## config.mk

```make
export PLATFORM = sky130hd
export DESIGN_NAME = apwm_dac
export DESIGN_NICKNAME = d
export VERILOG_FILES = /design/src/apwm_pkg.sv /design/src/apwm_dac.sv /design/src/apwm_prescaler.sv
export SDC_FILE = /design/constraint.sdc
export NUM_CORES = 1
export LEC_CHECK = 0
export BUFFER_PORTS_ARGS = -buffer_cell sky130_fd_sc_hd__buf_2
export CORE_MARGIN = 2
export CORE_UTILIZATION = 57
export DETAILED_ROUTE_END_ITERATION = 10
export HOLD_SLACK_MARGIN = 0.08
export PLACE_DENSITY = 0.76
export REMOVE_ABC_BUFFERS = 1
export SKIP_CTS_REPAIR_TIMING = 1
export SLEW_MARGIN = 20
export SYNTH_ARGS = -nofsm -noshare
export SYNTH_HDL_FRONTEND = slang
export SYNTH_HIERARCHICAL = 1
export SYNTH_SLANG_ARGS = --single-unit
```

## constraint.sdc

```tcl
create_clock -name mclk_in -period 2.37 [get_ports mclk_in]
set_input_delay 0 -clock mclk_in [delete_from_list [all_inputs] [get_ports mclk_in]]
set_output_delay 0 -clock mclk_in [all_outputs]
set_load 0.01 [all_outputs]
```

## src/apwm_pkg.sv

```systemverilog
// ============================================================
// Audio PWM D/A package: control layout, reset values, timing.
// Assumes one 250 MHz system clock and an 8-bit control word.
package apwm_pkg;

  // ============================================================
  // Register map and control field positions.
  localparam logic [7:0] APWM_CTRL_ADDR    = 8'h27;
  localparam int         APWM_DIS_BIT      = 0;
  localparam int         APWM_BUZ_BIT      = 1;
  localparam int         APWM_W7_BIT       = 2;
  localparam int         APWM_PRE_LSB      = 3;
  localparam int         APWM_PRE_W        = 3;
  localparam int         APWM_RATIO_LSB    = 6;
  localparam int         APWM_RATIO_W      = 2;
  localparam logic [7:0] APWM_CTRL_RST     = 8'h01;
  localparam logic [7:0] APWM_SAMPLE_RST   = 8'h00;
  localparam int         APWM_SAMPLE_W     = 8;
  localparam int         APWM_CNT_W        = 7;

  // ============================================================
  // Timing: nominal modulation rate and clock figures.
  localparam int         APWM_CLK_MHZ      = 250;
  localparam int         APWM_BASE_RATE_HZ = 32000;

  // ============================================================
  // Types.
  typedef enum logic [1:0] {APWM_IDLE, APWM_ARM, APWM_RUN} apwm_phase_e;

  typedef struct packed {
    logic       out_a;
    logic       out_b;
    logic       tick;
  } apwm_pads_s;

endpackage

```

## src/apwm_dac.sv

```systemverilog
// ============================================================
// Audio PWM D/A top: control register, sample buffer, modulator.
// Assumes processor writes are one-cycle strobes synchronous to mclk_in.
`timescale 1ns/1ns
module apwm_dac #(
  parameter int SAMPLE_W = apwm_pkg::APWM_SAMPLE_W,
  parameter int CNT_W    = apwm_pkg::APWM_CNT_W
) (
  // Clock and reset.
  input  wire logic                mclk_in,
  input  wire logic                arst_n_in,
  // Control register port.
  input  wire logic                ctrl_wr_in,
  input  wire logic [7:0]          ctrl_wdata_in,
  output logic      [7:0]          ctrl_rdata_out,
  // Sample buffer port.
  input  wire logic                sample_wr_in,
  input  wire logic [SAMPLE_W-1:0] sample_wdata_in,
  // Pads and interrupt tick.
  output logic                     audio_out_a_out,
  output logic                     audio_out_b_out,
  output logic                     sample_interrupt_tick_out
);

  // ============================================================
  // State record.
  typedef struct packed {
    logic [7:0]           ctrl;
    logic [SAMPLE_W-1:0]  sbuf;
    apwm_pkg::apwm_phase_e phase;
    logic [CNT_W-1:0]     period;
    logic [CNT_W-1:0]     cnt;
    logic                 ovf;
    logic                 sign;
    logic [2:0]           latches;
    apwm_pkg::apwm_pads_s pads;
  } apwm_state_s;

  apwm_state_s st;
  apwm_state_s next_st;
  logic        base_tick;

  // Magnitude of a sample for the chosen counter width.
  function automatic logic [CNT_W-1:0] apwm_mag(input logic [SAMPLE_W-1:0] s,
                                                input logic w7);
    if (w7) begin
      apwm_mag = s[CNT_W-1:0];
    end else begin
      apwm_mag = {1'b0, s[CNT_W-1:1]};
    end
  endfunction

  // Number of sample latches per interrupt, minus one.
  function automatic logic [2:0] apwm_ratio_m1(input logic [1:0] code);
    apwm_ratio_m1 = 3'((4'h1 << code) - 4'h1);
  endfunction

  // ============================================================
  // Base clock from the preload prescaler.
  // prescale from bits 3..5
  apwm_prescaler #(
    .PRE_W(apwm_pkg::APWM_PRE_W)
  ) u_pre (
    .mclk_in       (mclk_in),
    .arst_n_in     (arst_n_in),
    .preload_in    (st.ctrl[apwm_pkg::APWM_PRE_LSB +: apwm_pkg::APWM_PRE_W]),
    .base_tick_out (base_tick)
  );

  // ============================================================
  // Next-state logic for registers, sequencer and pad latch.
  always_comb begin
    logic             dis;
    logic             w7;
    logic [CNT_W-1:0] last;
    logic             pwm;
    dis  = 1'b0;
    w7   = 1'b0;
    last = '0;
    pwm  = 1'b0;
    next_st = st;
    next_st.pads.tick = 1'b0;
    if (ctrl_wr_in) begin
      next_st.ctrl = ctrl_wdata_in;
    end
    if (sample_wr_in) begin
      next_st.sbuf = sample_wdata_in;
    end
    dis  = st.ctrl[apwm_pkg::APWM_DIS_BIT];
    w7   = st.ctrl[apwm_pkg::APWM_W7_BIT];
    // period 64 or 128 base ticks
    last = w7 ? {CNT_W{1'b1}} : {1'b0, {(CNT_W-1){1'b1}}};
    case (st.phase)
      apwm_pkg::APWM_IDLE: begin
        if (!dis) begin
          next_st.phase = apwm_pkg::APWM_ARM;
        end
      end
      apwm_pkg::APWM_ARM: begin
        if (dis) begin
          next_st.phase = apwm_pkg::APWM_IDLE;
        end else if (base_tick) begin
          next_st.phase  = apwm_pkg::APWM_RUN;
          next_st.period = '0;
          next_st.cnt     = apwm_mag(st.sbuf, w7);
          next_st.sign    = st.sbuf[SAMPLE_W-1];
          next_st.ovf     = 1'b0;
          next_st.latches = '0;
        end
      end
      apwm_pkg::APWM_RUN: begin
        if (dis) begin
          next_st.phase = apwm_pkg::APWM_IDLE;
        end else if (base_tick) begin
          if (st.period == last) begin
            next_st.period = '0;
            next_st.cnt    = apwm_mag(st.sbuf, w7);
            next_st.sign   = st.sbuf[SAMPLE_W-1];
            next_st.ovf    = 1'b0;
            if (st.latches >= apwm_ratio_m1(
                  st.ctrl[apwm_pkg::APWM_RATIO_LSB +: apwm_pkg::APWM_RATIO_W])) begin
              next_st.latches   = '0;
              next_st.pads.tick = 1'b1;
            end else begin
              next_st.latches = st.latches + 3'h1;
            end
          end else begin
            next_st.period = st.period + 1'b1;
            next_st.cnt    = (st.cnt == last) ? '0 : st.cnt + 1'b1;
            if (st.cnt == last) begin
              next_st.ovf = 1'b1;
            end
          end
        end
      end
      default: begin
        next_st.phase = apwm_pkg::APWM_IDLE;
      end
    endcase
    // Output latch; the pad follows the overflow flag one cycle later.
    pwm = (st.phase == apwm_pkg::APWM_RUN) && st.ovf;
    if (dis || st.phase != apwm_pkg::APWM_RUN) begin
      next_st.pads.out_a = 1'b0;
      next_st.pads.out_b = 1'b0;
    end else if (st.ctrl[apwm_pkg::APWM_BUZ_BIT]) begin
      next_st.pads.out_a = pwm ^ st.sign;
      next_st.pads.out_b = ~(pwm ^ st.sign);
    end else begin
      // speaker: sign picks the pulsing pad
      next_st.pads.out_a = pwm & ~st.sign;
      next_st.pads.out_b = pwm & st.sign;
    end
  end

  // ============================================================
  // State register. The control word has no defined reset value,
  // so the output starts disabled to keep the pads quiet.
  always_ff @(posedge mclk_in or negedge arst_n_in) begin
    if (!arst_n_in) begin
      st       <= '0;
      st.ctrl  <= apwm_pkg::APWM_CTRL_RST;
      st.sbuf  <= apwm_pkg::APWM_SAMPLE_RST;
      st.phase <= apwm_pkg::APWM_IDLE;
    end else begin
      st <= next_st;
    end
  end

  // Outputs straight from flip-flops.
  assign ctrl_rdata_out            = st.ctrl;
  assign audio_out_a_out           = st.pads.out_a;
  assign audio_out_b_out           = st.pads.out_b;
  assign sample_interrupt_tick_out = st.pads.tick;

endmodule

```

## src/apwm_prescaler.sv

```systemverilog
// ============================================================
// Preload prescaler: one-cycle base clock enable every n+1 cycles.
// Assumes the preload value is stable or changes between periods.
`timescale 1ns/1ns
module apwm_prescaler #(
  parameter int PRE_W = 3
) (
  // Clock and reset.
  input  wire logic             mclk_in,
  input  wire logic             arst_n_in,
  // Control.
  input  wire logic [PRE_W-1:0] preload_in,
  // Base clock enable, marks the prescaler output falling edge.
  output logic                  base_tick_out
);

  typedef struct packed {
    logic [PRE_W-1:0] cnt;
    logic             tick;
  } apwm_pre_s;

  apwm_pre_s st;
  apwm_pre_s next_st;

  // ============================================================
  // divide by n+1
  always_comb begin
    next_st = st;
    if (st.cnt >= preload_in) begin
      next_st.cnt  = '0;
      next_st.tick = 1'b1;
    end else begin
      next_st.cnt  = st.cnt + 1'b1;
      next_st.tick = 1'b0;
    end
  end

  // Registered state keeps the enable glitch free.
  always_ff @(posedge mclk_in or negedge arst_n_in) begin
    if (!arst_n_in) begin
      st <= '0;
    end else begin
      st <= next_st;
    end
  end

  assign base_tick_out = st.tick;

endmodule

```

==> impl_summary.txt <==
----------------------------------------------------
[Finish]
  Area growth from synthesis to final layout ... 17.7%
  Fraction of final layout cells with drive strength greater than 1 ... 27.2%
  N_diodes ... 0
  # nets final ... 296

[STA]
  Clock period minus final worst setup slack ... 1.86 ns
  Worst Clk Skew ... 0.00644 ns
  Setup tns final ... 0 ns
  Final setup viols ... 0
  Fin worst setup slack ... 0.512 ns
  Max transition margin ... 36.0%
  Final hold violation count ... 0
  Highest clock frequency the design can meet ... around 540 MHz
  Unrepaired setup endpoints after global routing ... false
  Share of the clock period used by the worst path after layout ... 78.4%
  Number of slew-limit violations in the final report ... 0
  Worst-margin pin slew ... 0.960 ns

[Run]
  Max Cap Violations ... 0

[Worst setup path]
  Worst path max stage delay ... just over 0.4 ns
  CP Launch Type ... flop
  Worst Path Class, Setup ... reg2reg
  Required time of the critical path ... 2.58 ns
  Number of buffers and inverters on the critical path ... 0
  Slack of the worst reg-to-reg path ... around 0.51 ns
  Delay-heaviest family, CP ... simple AND/OR/NAND/NOR gates
  Reg2Reg Depth ... 7
  Series of cell instances along the critical path ... or2_2 > ha_1 > nand2b_1 > a21o_1 > a21oi_1 > nand3_1 > o21ai_0
  Cell with the biggest individual delay on the critical path ... dfrtp_1
  Maximum fanout encountered on the critical timing path ... 4
  Worst reg2reg path endpoint ... st[4]
  Arrival time at the worst endpoint ... 2.07 ns
  Critical path endpoint category ... flop
  Launch instance of the worst register-to-register path ... ctrl_rdata_out[7]

[Power and ir drop]
  Total power density per cell area ... 772 nW/um^2
  Peak supply drop ... 0.574 mV
  Leakage power summed over all cells ... 0.00129 uW

[Clock tree]
  Maximum root-to-sink buffer count ... 2
  Inserted Clock Buffers ... 5
  H-tree Lvls ... 2
  CTS Root Cell ... clkbuf_8
  TritonCTS clock tree ... built
  Clock transition at the register clock pins on the worst setup and hold paths after CTS ... around 0.080 ns
  Clock tree sinks ... 44
  Clock latency at the later pin of the worst-skew pair ... 0.29 ns

[Min path]
  Hold crit path type ... in2reg
  WHS Path Cells ... 2
  Startpoint of the lowest-slack hold path ... ctrl_wr_in
  Worst hold path endpoint ... ctrl_rdata_out[2]

[Detailed routing]
  Wire length on met3 ... 105 um
  Detailed-router iteration count before antenna repair ... 4
  Highest metal layer with signal wires ... met4
  Residual DRC count ... 0
  Aggregate routed wire length ... 4480 um
  Met2 Routed Length ... 2130 um
  Wire per inst ... 14.2 um
  ANT nets after route ... 0
  DRT met1 WL ... 2200 um
  Vias after detailed routing ... 1718
  Vias per std cell ... 5.45
  Initial DRC Count ... a little over 80

[Logic synthesis]
  Warning count from the yosys run ... 6
  Synth area leader ... dfrtp_1
  Mapped Cells ... 220
  Total standard cell area after synthesis ... 2380 um^2
  Number of distinct standard cells referenced by the synthesized netlist ... 53
  Top cell type's share of synthesized area ... 45.2%
  Area contributors post-synth ... dfrtp_1 (45%), mux2_2 (8.5%), ha_1 (6.3%)
  Most numerous cell in the Yosys netlist ... dfrtp_1
  Count of state elements after synthesis ... 44
  Leading post-synthesis cells by instance count ... dfrtp_1 (43), nand2_1 (19), mux2_2 (18)
  Async set-reset flop share out of synthesis ... 100%
  Most used flip-flop cell after synthesis ... dfrtp_1
  Average footprint of a synthesized cell ... 10.8 um^2
  Sequential cell area fraction in the yosys report ... 46.3%
  Number of synthesized flops with an enable pin ... 0

[Outcome]
  Result of the run ... finished, final reports clean

[Floorplan]
  Die Wd ... ~70 um
  Core area ... 4000 um^2
  Number of I/O pins ... 31
  Area of the die ... 4710 um^2
  Die height ... between 60 and 70 um
  Starting density of the core ... 59.6%
  Std cell rows ... 23

[GRT]
  First-pass GRT wire length ... 7060 um
  Maximum number of pins on one net before global-route repair ... 45
  Via count of the first global-routing pass ... 1555
  Overall overflow remaining after global route ... 0
  Overall track demand over capacity in global routing ... between 20% and 30%
  Number of antenna violations at the first check in global routing ... 0

[Placed design]
  Count of input and output buffers ... 30
  Worst slack at placement ... 0.527 ns
  Gp weighted congestion ... 0.790
  Post-detailed-placement half-perimeter wirelength ... 3090 um

----------------------------------------------------
flip-flops by register name, summed over array words and instances, names as in the netlist:
register / cells
u_pre/st: 3
st: 29
sample_interrupt_tick_out: 1
u_pre/base_tick_out: 1
audio_out_b_out: 1
ctrl_rdata_out: 8
audio_out_a_out: 1
cell families after synthesis:
kind of cell / synth area share, %
buffers and inverters: 5.57
DFF: 46.3
AOI/OAI and AO/OA: 14.8
muxes: 10.6
xor gates and xnor gates: 1.47
adders and majority gates: 6.30
and+or+nand+nor: 15.0
how the worst max path moves through the flow:
stage          depth (start not counted)  endpoint  slack [ns]               from
3_5_place_dp                           7     st[4]        0.53  ctrl_rdata_out[7]
2_1_floorplan                          7     st[4]        0.60  ctrl_rdata_out[7]
4_1_cts                                7     st[4]        0.51  ctrl_rdata_out[7]
5_1_grt                                7     st[4]        0.29  ctrl_rdata_out[7]
6_report                               7     st[4]        0.51  ctrl_rdata_out[7]
3_3_place_gp                           7     st[3]        0.57  ctrl_rdata_out[7]
cells in the final DEF (no fill, tap or decap), types with 10 or more instances in the layout:
master         instances
buf_2                 30
dfrtp_1               43
dlygate4sd3_1         17
ha_1                  12
inv_1                 10
mux2_2                18
nand2_1               19
nand3_1               10
nor2_1                11
o21ai_0               12
metrics by stage:
step           cells  area (um^2)  hold WS [ns]  total power, uW  util [%]
2_1_floorplan    207         2290        -0.296             1420         -
3_3_place_gp     290         2520         0.208             1560      63.1
3_5_place_dp     290         2520         0.212             1590      63.1
4_1_cts          298         2630        -0.120             2160      65.8
5_1_grt          315         2800        0.0803             2300      70.1
6_report         315         2800        0.0523             2160      70.1
per-layer routing:
| layer | vias up | track usage [%] |
|---|---|---|
| li1 | 880 | - |
| met1 | 809 | 27.8 |
| met2 | 24 | 31.9 |
| met3 | 5 | 3.41 |
| met4 | 0 | 7.50 |
| met5 | - | 0 |
cell type report:
type | count | area (um^2)
multi-input cells | 153 | 1150
well taps | 50 | 62.6
clock buffers | 5 | 68.8
inverters | 10 | 37.5
clock inverters | 3 | 42.5
fillers | 286 | 1200
repair buffers | 50 | 343
flip-flops and latches | 44 | 1100
report_power, final:
part	total [uW]	internal [uW]	switching [uW]	leakage (uW)
Clock	566	312	254	0.0000541
Combinational	557	274	283	0.000682
Sequential	1040	898	144	0.000558
(Power assumes the default switching activity.)
